`src/design/ccs_pkg.sv`:
```
package ccs_pkg;
  // Command codes.
  localparam logic [3:0] CMD_IDLE     = 4'h0;
  localparam logic [3:0] CMD_CONFIG   = 4'h1;
  localparam logic [3:0] CMD_RANDOM   = 4'h2;
  localparam logic [3:0] CMD_CRC      = 4'h3;
  localparam logic [3:0] CMD_TRANSMIT = 4'h4;
  localparam logic [3:0] CMD_KEEP     = 4'h7;
  localparam logic [3:0] CMD_RECEIVE  = 4'h8;
  localparam logic [3:0] CMD_SELF_CHECK_BIT = 4'h9;
  localparam logic [3:0] CMD_TRANSCV  = 4'hC;
  localparam logic [3:0] CMD_AUTOCOLL = 4'hD;
  localparam logic [3:0] CMD_AUTH     = 4'hE;
  localparam logic [3:0] CMD_SRESET   = 4'hF;
  // Register offsets (word index in the plain port).
  localparam logic [3:0] REG_COMMAND  = 4'h0;
  localparam logic [3:0] REG_FIFO     = 4'h1;
  localparam logic [3:0] REG_LEVEL    = 4'h2;
  localparam logic [3:0] REG_STATUS   = 4'h3;
  localparam logic [3:0] REG_MODE     = 4'h4;
  localparam logic [3:0] REG_FRAMING  = 4'h5;
  localparam logic [3:0] REG_RXMODE   = 4'h6;
  localparam logic [3:0] REG_CONTROL  = 4'h7;
  localparam logic [3:0] REG_AUTOTEST = 4'h8;
  localparam logic [3:0] REG_CRC_LO   = 4'h9;
  localparam logic [3:0] REG_CRC_HI   = 4'hA;
  // Field positions.
  localparam int CMD_RECEIVER_OFF_BIT_BIT  = 5;
  localparam int CMD_PDOWN_BIT   = 4;
  localparam int FRM_TRIGGER_BIT = 7;
  localparam int RXM_MULTI_BIT   = 2;
  localparam int CTL_INIT_BIT    = 4;
  localparam int AT_SELF_BIT     = 3;
  localparam int STS_DONE_BIT    = 0;
  // Buffer layout.
  localparam int CFG_BYTES       = 25;
  localparam int ID1_FIRST_IDX   = 2;
  localparam int ID1_CHECK_IDX   = 4;
  localparam int ID3_COUNT       = 10;
  localparam logic [7:0] ID1_FIRST_VAL = 8'h08;
  // FIFO depth.
  localparam int FIFO_DEPTH      = 64;
  // Self-test output length in bytes.
  localparam int SELF_BYTES      = 64;
  // CRC preset values by field code.
  localparam logic [15:0] CRC_PRESET0 = 16'h0000;
  localparam logic [15:0] CRC_PRESET1 = 16'h6363;
  localparam logic [15:0] CRC_PRESET2 = 16'hA671;
  localparam logic [15:0] CRC_PRESET3 = 16'hFFFF;
  localparam logic [15:0] CRC_POLY    = 16'h8408;
  localparam logic [15:0] LFSR_SEED   = 16'hACE1;
  // Sequencer states, one-hot.
  typedef enum logic [7:0] {
    ST_IDLE  = 8'h01,
    ST_CFGLD = 8'h02,
    ST_CFGRD = 8'h04,
    ST_RAND  = 8'h08,
    ST_CRC   = 8'h10,
    ST_TX    = 8'h20,
    ST_RX    = 8'h40,
    ST_EXT   = 8'h80
  } ccs_state_type;
endpackage

```
`src/design/ccs_sequencer.sv`:
```
`timescale 1ns/1ps
module ccs_sequencer (
  input  wire logic       ref_clk_i,       // System clock.
  input  wire logic       reset_i,         // Synchronous reset, active high.
  input  wire logic       hard_powerdown_pin_n_i, // Low holds logic in power-down.
  input  wire logic [3:0] addr_i,          // Register index.
  input  wire logic [7:0] wdata_i,         // Write data.
  input  wire logic       wr_i,            // Write strobe.
  input  wire logic       rd_i,            // Read strobe.
  output logic      [7:0] rdata_o,         // Read data, one cycle later.
  input  wire logic       frame_end_i,     // Receiver saw frame end.
  input  wire logic [7:0] rx_byte_i,       // Received byte.
  input  wire logic       rx_valid_i,      // Received byte strobe.
  output logic            tx_valid_o,      // Byte offered to transmitter.
  output logic      [7:0] tx_byte_o,       // Byte to transmit.
  input  wire logic       tx_ready_i,      // Transmitter takes byte.
  output logic            rx_enable_o,     // Receive path enabled.
  output logic            ext_active_o,    // Outside-block command running.
  output logic      [3:0] command_o        // Active command code.
);

  ////////////////////////////////////////////////////////////////////////////
  // Register state.

  // Power-down counts as reset for everything except the config buffer.
  logic rst;
  assign rst = reset_i | ~hard_powerdown_pin_n_i;

  ccs_pkg::ccs_state_type state_q;         // Sequencer state.
  logic [3:0]  cmd_q;                      // Active command code.
  logic [1:0]  cmd_misc_q;                 // Receiver-off and power-down bits.
  logic [7:0]  mode_q;                     // Mode register, preset in bits 1:0.
  logic [7:0]  framing_q;                  // Bit framing register.
  logic [7:0]  rxmode_q;                   // Receive mode register.
  logic [7:0]  control_q;                  // Control register.
  logic [7:0]  autotest_q;                 // Auto-test register.
  logic [15:0] crc_q;                      // CRC engine value.
  logic        done_q;                     // Command done flag.
  logic        rx_phase_q;                 // Transceive currently receiving.
  logic [15:0] lfsr_q;                     // Random source.
  logic [6:0]  idx_q;                      // Byte counter for sequences.
  logic [7:0]  chk_q;                      // Running check byte of first ident.
  logic [7:0]  cfg_mem [ccs_pkg::CFG_BYTES]; // Config buffer, not reset.

  // FIFO storage; the block owns it since commands move bytes both ways.
  logic [7:0]  fifo_mem [ccs_pkg::FIFO_DEPTH];
  logic [5:0]  wp_q;
  logic [5:0]  rp_q;
  logic [6:0]  cnt_q;

  ////////////////////////////////////////////////////////////////////////////
  // Decode.

  wire cmd_wr    = wr_i && addr_i == ccs_pkg::REG_COMMAND;
  wire [3:0] wcode = wdata_i[3:0];
  // Unassigned codes fall to idle so no odd state is reachable.
  wire code_known = wcode inside {ccs_pkg::CMD_IDLE, ccs_pkg::CMD_CONFIG,
                    ccs_pkg::CMD_RANDOM, ccs_pkg::CMD_CRC, ccs_pkg::CMD_TRANSMIT,
                    ccs_pkg::CMD_RECEIVE, ccs_pkg::CMD_SELF_CHECK_BIT, ccs_pkg::CMD_TRANSCV,
                    ccs_pkg::CMD_AUTOCOLL, ccs_pkg::CMD_AUTH, ccs_pkg::CMD_SRESET};
  wire new_cmd   = cmd_wr && wcode != ccs_pkg::CMD_KEEP;
  wire [3:0] eff_code = code_known ? wcode : ccs_pkg::CMD_IDLE;
  wire fifo_empty = cnt_q == 7'd0;
  wire fifo_full  = cnt_q == 7'(ccs_pkg::FIFO_DEPTH);
  wire multi      = rxmode_q[ccs_pkg::RXM_MULTI_BIT];
  wire trigger    = framing_q[ccs_pkg::FRM_TRIGGER_BIT];
  wire initiator  = control_q[ccs_pkg::CTL_INIT_BIT];
  wire self_check = autotest_q[ccs_pkg::AT_SELF_BIT];

  // Sending happens in transmit, and in transceive send phases after trigger.
  wire send_phase = (state_q == ccs_pkg::ST_TX) &&
                    (cmd_q == ccs_pkg::CMD_TRANSMIT || (!rx_phase_q && trigger));
  wire tx_take    = send_phase && !fifo_empty && tx_ready_i;

  // Which internal work or host access consumes or produces a FIFO byte this cycle.
  wire cfg_pop    = state_q == ccs_pkg::ST_CFGLD && !fifo_empty;
  wire crc_pop    = state_q == ccs_pkg::ST_CRC && !self_check && !fifo_empty;
  wire crc_push   = state_q == ccs_pkg::ST_CRC && self_check && !fifo_full &&
                    idx_q < 7'(ccs_pkg::SELF_BYTES);
  wire rd_push    = state_q == ccs_pkg::ST_CFGRD && !fifo_full;
  wire rx_push    = state_q == ccs_pkg::ST_RX && rx_valid_i && !fifo_full;
  wire host_push  = wr_i && addr_i == ccs_pkg::REG_FIFO && !fifo_full;
  wire host_pop   = rd_i && addr_i == ccs_pkg::REG_FIFO && !fifo_empty;
  wire pop        = cfg_pop | crc_pop | tx_take | host_pop;
  wire push       = rd_push | crc_push | rx_push | host_push;
  wire [7:0] head = fifo_mem[rp_q];
  wire [7:0] push_data = rd_push  ? cfg_mem[idx_q[4:0]] :
                         crc_push ? crc_q[7:0] ^ {1'b0, idx_q} :
                         rx_push  ? rx_byte_i : wdata_i;

  // Preset selection at command start.
  wire [15:0] preset = mode_q[1:0] == 2'd0 ? ccs_pkg::CRC_PRESET0 :
                       mode_q[1:0] == 2'd1 ? ccs_pkg::CRC_PRESET1 :
                       mode_q[1:0] == 2'd2 ? ccs_pkg::CRC_PRESET2 : ccs_pkg::CRC_PRESET3;

  // One byte through the CRC, bit serial, LSB first.
  function automatic logic [15:0] crc_step(input logic [15:0] c, input logic [7:0] d);
    logic [15:0] r;
    r = c ^ {8'h00, d};
    for (int b = 0; b < 8; b++) begin
      r = r[0] ? ((r >> 1) ^ ccs_pkg::CRC_POLY) : (r >> 1);
    end
    return r;
  endfunction

  ////////////////////////////////////////////////////////////////////////////
  // Next state. Any code other than keep aborts the running command.

  ccs_pkg::ccs_state_type start_st;
  always_comb begin
    case (eff_code)
      ccs_pkg::CMD_CONFIG:   start_st = fifo_empty ? ccs_pkg::ST_CFGRD
                                                   : ccs_pkg::ST_CFGLD;
      ccs_pkg::CMD_RANDOM:   start_st = ccs_pkg::ST_RAND;
      ccs_pkg::CMD_CRC:      start_st = ccs_pkg::ST_CRC;
      ccs_pkg::CMD_TRANSMIT: start_st = ccs_pkg::ST_TX;
      ccs_pkg::CMD_RECEIVE:  start_st = ccs_pkg::ST_RX;
      ccs_pkg::CMD_TRANSCV:  start_st = initiator ? ccs_pkg::ST_TX
                                                  : ccs_pkg::ST_RX;
      ccs_pkg::CMD_SELF_CHECK_BIT, ccs_pkg::CMD_AUTOCOLL,
      ccs_pkg::CMD_AUTH, ccs_pkg::CMD_SRESET:
                             start_st = ccs_pkg::ST_EXT;
      default:               start_st = ccs_pkg::ST_IDLE;
    endcase
  end

  // Finishing conditions of the self-ending commands.
  wire tcv      = cmd_q == ccs_pkg::CMD_TRANSCV;
  wire cfg_fin  = (state_q == ccs_pkg::ST_CFGLD && idx_q == 7'(ccs_pkg::CFG_BYTES - 1) &&
                   cfg_pop) ||
                  (state_q == ccs_pkg::ST_CFGRD && idx_q == 7'(ccs_pkg::CFG_BYTES - 1) &&
                   rd_push);
  wire rand_fin = state_q == ccs_pkg::ST_RAND && idx_q == 7'(ccs_pkg::ID3_COUNT - 1);
  wire tx_fin   = state_q == ccs_pkg::ST_TX && !tcv && fifo_empty;
  wire rx_fin   = state_q == ccs_pkg::ST_RX && !tcv && frame_end_i && !multi;
  // Transceive has no finish term; only a new code ends it.
  wire finish   = cfg_fin | rand_fin | tx_fin | rx_fin;
  // Transceive phase switches; multi-frame keeps it receiving.
  wire tcv_to_rx = state_q == ccs_pkg::ST_TX && tcv && send_phase && fifo_empty;
  wire tcv_to_tx = state_q == ccs_pkg::ST_RX && tcv && frame_end_i && !multi;

  ccs_pkg::ccs_state_type state_d;
  always_comb begin
    state_d = state_q;
    if (new_cmd) begin
      state_d = start_st;
    end else if (finish) begin
      state_d = ccs_pkg::ST_IDLE;
    end else if (tcv_to_rx) begin
      state_d = ccs_pkg::ST_RX;
    end else if (tcv_to_tx) begin
      state_d = ccs_pkg::ST_TX;
    end
  end

  ////////////////////////////////////////////////////////////////////////////
  // Sequencer registers. The CRC command has no finish term.

  always_ff @(posedge ref_clk_i) begin
    if (rst) begin
      state_q    <= ccs_pkg::ST_IDLE;
      cmd_q      <= ccs_pkg::CMD_IDLE;
      cmd_misc_q <= 2'h0;
      rx_phase_q <= 1'b0;
      idx_q      <= 7'h00;
      chk_q      <= 8'h00;
    end else begin
      state_q <= state_d;
      if (cmd_wr) begin
        cmd_misc_q <= {wdata_i[ccs_pkg::CMD_RECEIVER_OFF_BIT_BIT], wdata_i[ccs_pkg::CMD_PDOWN_BIT]};
      end
      if (new_cmd) begin
        cmd_q <= eff_code;
        idx_q <= 7'h00;
        chk_q <= 8'h00;
      end else begin
        if (finish) begin
          cmd_q <= ccs_pkg::CMD_IDLE;
        end
        if (cfg_pop || rd_push || crc_push || state_q == ccs_pkg::ST_RAND) begin
          idx_q <= idx_q + 7'h01;
        end
      end
      rx_phase_q <= state_d == ccs_pkg::ST_RX;
      if (cfg_pop && idx_q > 7'(ccs_pkg::ID1_FIRST_IDX) && idx_q < 7'(ccs_pkg::ID1_CHECK_IDX)) begin
        chk_q <= chk_q ^ head;
      end
    end
  end

  // Config buffer has no reset so power-down keeps it.
  always_ff @(posedge ref_clk_i) begin
    if (cfg_pop) begin
      if (idx_q == 7'(ccs_pkg::ID1_FIRST_IDX)) begin
        cfg_mem[idx_q[4:0]] <= ccs_pkg::ID1_FIRST_VAL;
      end else if (idx_q == 7'(ccs_pkg::ID1_CHECK_IDX)) begin
        cfg_mem[idx_q[4:0]] <= chk_q ^ ccs_pkg::ID1_FIRST_VAL;
      end else begin
        cfg_mem[idx_q[4:0]] <= head;
      end
    end else if (state_q == ccs_pkg::ST_RAND && !new_cmd && !rst) begin
      // Third ident spans first ident, second ident and last byte.
      if (idx_q < 7'd3) begin
        cfg_mem[5'(idx_q + 7'd2)] <= lfsr_q[7:0];
      end else if (idx_q < 7'd9) begin
        cfg_mem[5'(idx_q + 7'd5)] <= lfsr_q[7:0];
      end else begin
        cfg_mem[5'(ccs_pkg::CFG_BYTES - 1)] <= lfsr_q[7:0];
      end
    end
  end

  ////////////////////////////////////////////////////////////////////////////
  // FIFO; command start never clears it.

  always_ff @(posedge ref_clk_i) begin
    if (rst) begin
      wp_q  <= 6'h00;
      rp_q  <= 6'h00;
      cnt_q <= 7'h00;
    end else begin
      if (push) begin
        wp_q <= wp_q + 6'h01;
      end
      if (pop) begin
        rp_q <= rp_q + 6'h01;
      end
      cnt_q <= cnt_q + 7'(push) - 7'(pop);
    end
  end

  always_ff @(posedge ref_clk_i) begin
    if (push) begin
      fifo_mem[wp_q] <= push_data;
    end
  end

  ////////////////////////////////////////////////////////////////////////////
  // CRC, random source, settings and done flag.

  always_ff @(posedge ref_clk_i) begin
    if (rst) begin
      crc_q      <= 16'h0000;
      lfsr_q     <= ccs_pkg::LFSR_SEED;
      mode_q     <= 8'h00;
      framing_q  <= 8'h00;
      rxmode_q   <= 8'h00;
      control_q  <= 8'h00;
      autotest_q <= 8'h00;
      done_q     <= 1'b0;
    end else begin
      lfsr_q <= {lfsr_q[14:0], lfsr_q[15] ^ lfsr_q[13] ^ lfsr_q[12] ^ lfsr_q[10]};
      if (new_cmd && eff_code == ccs_pkg::CMD_CRC) begin
        crc_q <= preset;
      end else if (crc_pop) begin
        crc_q <= crc_step(crc_q, head);
      end else if (crc_push) begin
        crc_q <= crc_step(crc_q, {1'b0, idx_q});
      end
      if (wr_i && addr_i == ccs_pkg::REG_MODE)     mode_q     <= wdata_i;
      if (wr_i && addr_i == ccs_pkg::REG_RXMODE)   rxmode_q   <= wdata_i;
      if (wr_i && addr_i == ccs_pkg::REG_CONTROL)  control_q  <= wdata_i;
      if (wr_i && addr_i == ccs_pkg::REG_AUTOTEST) autotest_q <= wdata_i;
      if (wr_i && addr_i == ccs_pkg::REG_FRAMING) begin
        framing_q <= wdata_i;
      end else if (tcv_to_rx) begin
        // Trigger is consumed by each sent frame, so each needs a new one.
        framing_q[ccs_pkg::FRM_TRIGGER_BIT] <= 1'b0;
      end
      // Set wins over a same-cycle clear by writing 1.
      if (finish) begin
        done_q <= 1'b1;
      end else if (wr_i && addr_i == ccs_pkg::REG_STATUS && wdata_i[ccs_pkg::STS_DONE_BIT]) begin
        done_q <= 1'b0;
      end
    end
  end

  ////////////////////////////////////////////////////////////////////////////
  // Read port and outputs.

  logic [7:0] rd_mux;
  always_comb begin
    case (addr_i)
      ccs_pkg::REG_COMMAND:  rd_mux = {2'b00, cmd_misc_q, cmd_q};
      ccs_pkg::REG_FIFO:     rd_mux = head;
      ccs_pkg::REG_LEVEL:    rd_mux = {1'b0, cnt_q};
      ccs_pkg::REG_STATUS:   rd_mux = {7'h00, done_q};
      ccs_pkg::REG_MODE:     rd_mux = mode_q;
      ccs_pkg::REG_FRAMING:  rd_mux = framing_q;
      ccs_pkg::REG_RXMODE:   rd_mux = rxmode_q;
      ccs_pkg::REG_CONTROL:  rd_mux = control_q;
      ccs_pkg::REG_AUTOTEST: rd_mux = autotest_q;
      ccs_pkg::REG_CRC_LO:   rd_mux = crc_q[7:0];
      ccs_pkg::REG_CRC_HI:   rd_mux = crc_q[15:8];
      default:               rd_mux = 8'h00;
    endcase
  end

  always_ff @(posedge ref_clk_i) begin
    if (rst) begin
      rdata_o <= 8'h00;
    end else begin
      rdata_o <= rd_i ? rd_mux : 8'h00;
    end
  end

  assign tx_valid_o   = send_phase && !fifo_empty;
  assign tx_byte_o    = head;
  assign rx_enable_o  = state_q == ccs_pkg::ST_RX && !cmd_misc_q[1];
  assign ext_active_o = state_q == ccs_pkg::ST_EXT;
  assign command_o    = cmd_q;

  ////////////////////////////////////////////////////////////////////////////
  // Checks.

  property p_idle_cancel;
    @(posedge ref_clk_i) disable iff (rst)
      new_cmd && eff_code == ccs_pkg::CMD_IDLE |=> state_q == ccs_pkg::ST_IDLE;
  endproperty
  a_idle_cancel: assert property (p_idle_cancel) else $error("idle did not cancel");

  property p_keep;
    @(posedge ref_clk_i) disable iff (rst)
      cmd_wr && wcode == ccs_pkg::CMD_KEEP && !finish |=> $stable(cmd_q);
  endproperty
  a_keep: assert property (p_keep) else $error("keep code changed command");

  property p_done;
    @(posedge ref_clk_i) disable iff (rst)
      finish && !new_cmd |=> done_q && cmd_q == ccs_pkg::CMD_IDLE;
  endproperty
  a_done: assert property (p_done) else $error("finish without done flag");

  property p_crc_runs;
    @(posedge ref_clk_i) disable iff (rst)
      state_q == ccs_pkg::ST_CRC && !new_cmd |=> state_q == ccs_pkg::ST_CRC;
  endproperty
  a_crc_runs: assert property (p_crc_runs) else $error("crc ended itself");

  property p_tx_end;
    @(posedge ref_clk_i) disable iff (rst)
      state_q == ccs_pkg::ST_TX && cmd_q == ccs_pkg::CMD_TRANSMIT && fifo_empty && !new_cmd
      |=> state_q == ccs_pkg::ST_IDLE;
  endproperty
  a_tx_end: assert property (p_tx_end) else $error("transmit did not end");

  property p_multi;
    @(posedge ref_clk_i) disable iff (rst)
      state_q == ccs_pkg::ST_RX && multi && !new_cmd |=> state_q == ccs_pkg::ST_RX;
  endproperty
  a_multi: assert property (p_multi) else $error("multi receive left");

  property p_trigger;
    @(posedge ref_clk_i) disable iff (rst)
      tcv && !trigger |-> !tx_valid_o;
  endproperty
  a_trigger: assert property (p_trigger) else $error("sent without trigger");

  property p_preset;
    @(posedge ref_clk_i) disable iff (rst)
      new_cmd && eff_code == ccs_pkg::CMD_CRC |=> crc_q == $past(preset);
  endproperty
  a_preset: assert property (p_preset) else $error("crc preset wrong");

  property p_cfg_len;
    @(posedge ref_clk_i) disable iff (rst)
      new_cmd && start_st == ccs_pkg::ST_CFGRD && ccs_pkg::FIFO_DEPTH >= 25
      |=> ##25 state_q == ccs_pkg::ST_IDLE;
  endproperty
  a_cfg_len: assert property (p_cfg_len) else $error("readback length wrong");

  c_cfg:  cover property (@(posedge ref_clk_i) state_q == ccs_pkg::ST_CFGLD ##1 cfg_fin);
  c_rand: cover property (@(posedge ref_clk_i) rand_fin);
  c_tcv:  cover property (@(posedge ref_clk_i) tcv_to_rx ##[1:50] tcv_to_tx);
  c_crc:  cover property (@(posedge ref_clk_i) crc_pop);

endmodule

```
`config.mk`:
```
export PLATFORM = sky130hd
export DESIGN_NAME = ccs_sequencer
export DESIGN_NICKNAME = d
export VERILOG_FILES = /design/src/design/ccs_pkg.sv /design/src/design/ccs_sequencer.sv
export SDC_FILE = /design/constraint.sdc
export NUM_CORES = 1
export LEC_CHECK = 0
export BUFFER_PORTS_ARGS = -buffer_cell sky130_fd_sc_hd__buf_4
export CORE_UTILIZATION = 50
export CTS_BUF_LIST = sky130_fd_sc_hd__clkbuf_8 sky130_fd_sc_hd__clkbuf_16
export DETAILED_ROUTE_END_ITERATION = 8
export GPL_TIMING_DRIVEN = 0
export PLACE_DENSITY = 0.78
export SKIP_LAST_GASP = 1
export SLEW_MARGIN = 15
export SYNTH_ARGS = -nofsm -noshare
export SYNTH_HDL_FRONTEND = slang
export SYNTH_SLANG_ARGS = --single-unit
```
`constraint.sdc`:
```
create_clock -name ref_clk_i -period 4.3 [get_ports ref_clk_i]
set_input_delay 0 -clock ref_clk_i [delete_from_list [all_inputs] [get_ports ref_clk_i]]
set_output_delay 0 -clock ref_clk_i [all_outputs]
set_load 0.02 [all_outputs]
```
==> results.toml <==
[final_layout]
fin_cells = 3333
areaGrowthSynthToFinish_pct = 15.4
drive_above_1_share_pct = 22.6
mostFrequentLayoutCells = "edfxtp_1, mux4_2, nor2_1, dfxtp_1, nand2_1"
final_util_pct = 58.3
antenna_cells = 0
nNetsFinal = 2374
stdcell_area_um2 = 40800
final_common_cell = "edfxtp_1"
nFillCells = 5077

[synthesis]
ys_seq_area_share_pct = 68.4
synth.distinct_cells = 79
synth_edf_count = 712
syn_area_per_cell_um2 = 16.5
synth_area_leaders = "edfxtp_1, mux4_2, dfxtp_1"
synth_top_area_share_pct = 60.4
yosysWarningCount = 0
syn_nets = 2194
synthFlopType = "edfxtp_1"
synthCells = 2147
async_flop_share_pct = 0
syn_area_um2 = 35400
ys_ff_latch = 853
synth_top_cell_by_area = "edfxtp_1"

[setup_path]
cp-startpoint = "cnt_q[4]"
setup.worst_path.start_class = "flop"
arrival_ns = 4.59
critPathMaxStageDelay_ns = 0.83
r2r-start = "cnt_q[4]"
rr_worst_depth = 12
worstPathRequired_ns = 4.58
crit_type = "flop to flop"
slowest_stage = "nor2_1"
r2r_setup_slack_ns = -0.01
endpoint = "fifo_mem[21][2]"
r2r-end = "fifo_mem[21][2]"
crit_family = "simple AND/OR/NAND/NOR gates"
crit_cells = 12
path_max_fanout = 8
cp_num_buf_inv = 3
path_cells = "inv_1, ha_1, nor4bb_4, buf_4, and2_1, nor4b_2, nor2_1, nand3_2, and2_0, clkbuf_1, nand2_1, nor2_1"
crit_top_cell = "nor2_1"
critPathCaptureType = "flop"

[sta]
finalSetupViolCount = 8
rsz0062_at_grt = "yes"
max_freq_mhz = 232
finalCriticalPeriod_ns = 4.31
timing.slew.headroom_pct = 32.5
slew_violations = 0
setup_tns_ns = -0.0548
finalClockSkew_ns = 0.0639
hold_viol = 0
whs_ns = 0.0595
setup_ws_ns = -0.0130
worst_pin_slew_ns = 1.01
period_share_pct = 100

[global_routing]
overflow = 0
antenna_found_initial = 2
grt_pass1_vias = 21031
grt_pass1_wl_um = 140000
grt_use_total_pct = 27.2
grt_max_degree = 41

[outcome]
status = "complete, but fails checks"
violations = "negative setup slack"

[power_and_ir_drop]
power.leakage_nw = 13.0
totalPowerFinal_mw = 16.9
ir_worst_vdd_v = 0.000410
p_per_area_nw_per_um2 = 414

[floorplanning]
die_width_um = 268
start_util_pct = 50.5
fp.dieH_um = 268
rows = 97
die_area_um2 = 71800
io_pins = 51
core_um2 = 70000

[min_path]
min_from = "addr_i[0]"
hold_path.class = "primary input to flop"

[place]
post-place-ws_ns = -1.06
place_hpwl_um = 62900
placed_area_um2 = 37400
io_buffers = 48
dpl.cell_count = 3153
place.gp.congestion = 0.943

[clock_network]
clock_sinks = 853
clk_latency_ns = 0.67
root_buffer = "clkbuf_16"
cts_buffers = 86
cts.path.max_buffers = 3
clk_pin_slew_ns = 0.06
htreeDepth = 3
cts_tree = "done"

[detailed_routing]
num_vias = 21295
wl_um = 96900
drt_iter0_markers = 2973
post_drt_wl_per_cell_um = 29.1
ant_nets = 0
vias_per_cell = 6.39
drc = 0
firstDrtPassIters = 7

[flow_run]
max_cap_violations = 0
[layout make-up]
type,count,area [um2],share of cell area (%)
plain buffers,120,659,1.61
clock buffers,90,2220,5.43
clock inverters,64,691,1.69
inverters,22,82.6,0.202
multi-input cells,1152,10900,26.6
flip-flops and latches,853,24200,59.3
well taps,940,1180,2.88
repair buffers,92,945,2.31
[sequential cells by signal, summed over array words and instances, names as in the netlist, 8 cells and up, named ones only]
signal and count:
autotest_q 8, cfg_mem 200, chk_q 8, control_q 8, crc_q 16, fifo_mem 512
framing_q 8, lfsr_q 16, mode_q 8, rdata_o 8, rxmode_q 8, state_q 8
[synthesized netlist by cell type (17+ instances only)]
library cell and instances:
xor2_1 25, a22oi_1 33, nand3_1 30, mux2i_1 76, o21ai_0 49, dfxtp_1 141, ha_1 18, clkbuf_1 73
xnor2_1 35, nor2_1 219, nand2_1 133, a211oi_1 27, mux4_1 17, inv_1 19, nand2b_1 20, and2_1 20
nor2b_1 27, mux4_2 187, edfxtp_1 712, a21oi_1 74
[worst min-delay path by stage]
stage               slack [ns]  cells after the start            end
floorplan                 0.14                      2  cmd_misc_q[0]
global placement          0.32                      3   framing_q[7]
detailed placement        0.33                      3   framing_q[6]
CTS                      0.006                      4     rdata_o[1]
global route              0.06                      4     rdata_o[1]
finish                    0.06                      4     rdata_o[1]
[worst register-to-register path, cell delays in order, from the launching register on]
cell	delay (ns)
dfxtp_1	0.40
inv_1	0.09
ha_1	0.21
nor4bb_4	0.15
buf_4	0.17
and2_1	0.23
nor4b_2	0.42
nor2_1	0.18
nand3_2	0.21
and2_0	0.20
clkbuf_1	0.30
nand2_1	0.54
nor2_1	0.83
[kinds of logic (layout without fill, tap and decap cells)]
kind of cell,count (synthesis),after routing,synth area share (%)
DFF,853,853,68.4
and+or+nand+nor,522,522,6.76
muxes,288,288,15.6
AOI/OAI and AO/OA,259,259,4.86
buffers and inverters,142,388,2.02
xor gates and xnor gates,64,64,1.69
adders and majority gates,19,19,0.693
[power breakdown]
group          internal (mW)  switching [mW]
registers               8.91         0.00586
clock network           4.48            3.21
logic                  0.100           0.221
[routing by layer]
metal,part of all wire [%],vias up,global-route usage (%)
met5,0.066,-,0
met4,4.6,6,12.0
met3,11,313,6.44
met2,47,1507,43.4
met1,37,10694,35.8
li1,-,8775,-
[timing repair]
action	in CTS	in global routing
pin swaps	1	3
hold buffers	20	0
endpoints found under the hold margin	59	0
endpoints found under the setup margin	603	850
gates resized for setup	52	47
setup buffers	2	4
Note: power is estimated with default switching activity, not from simulation.
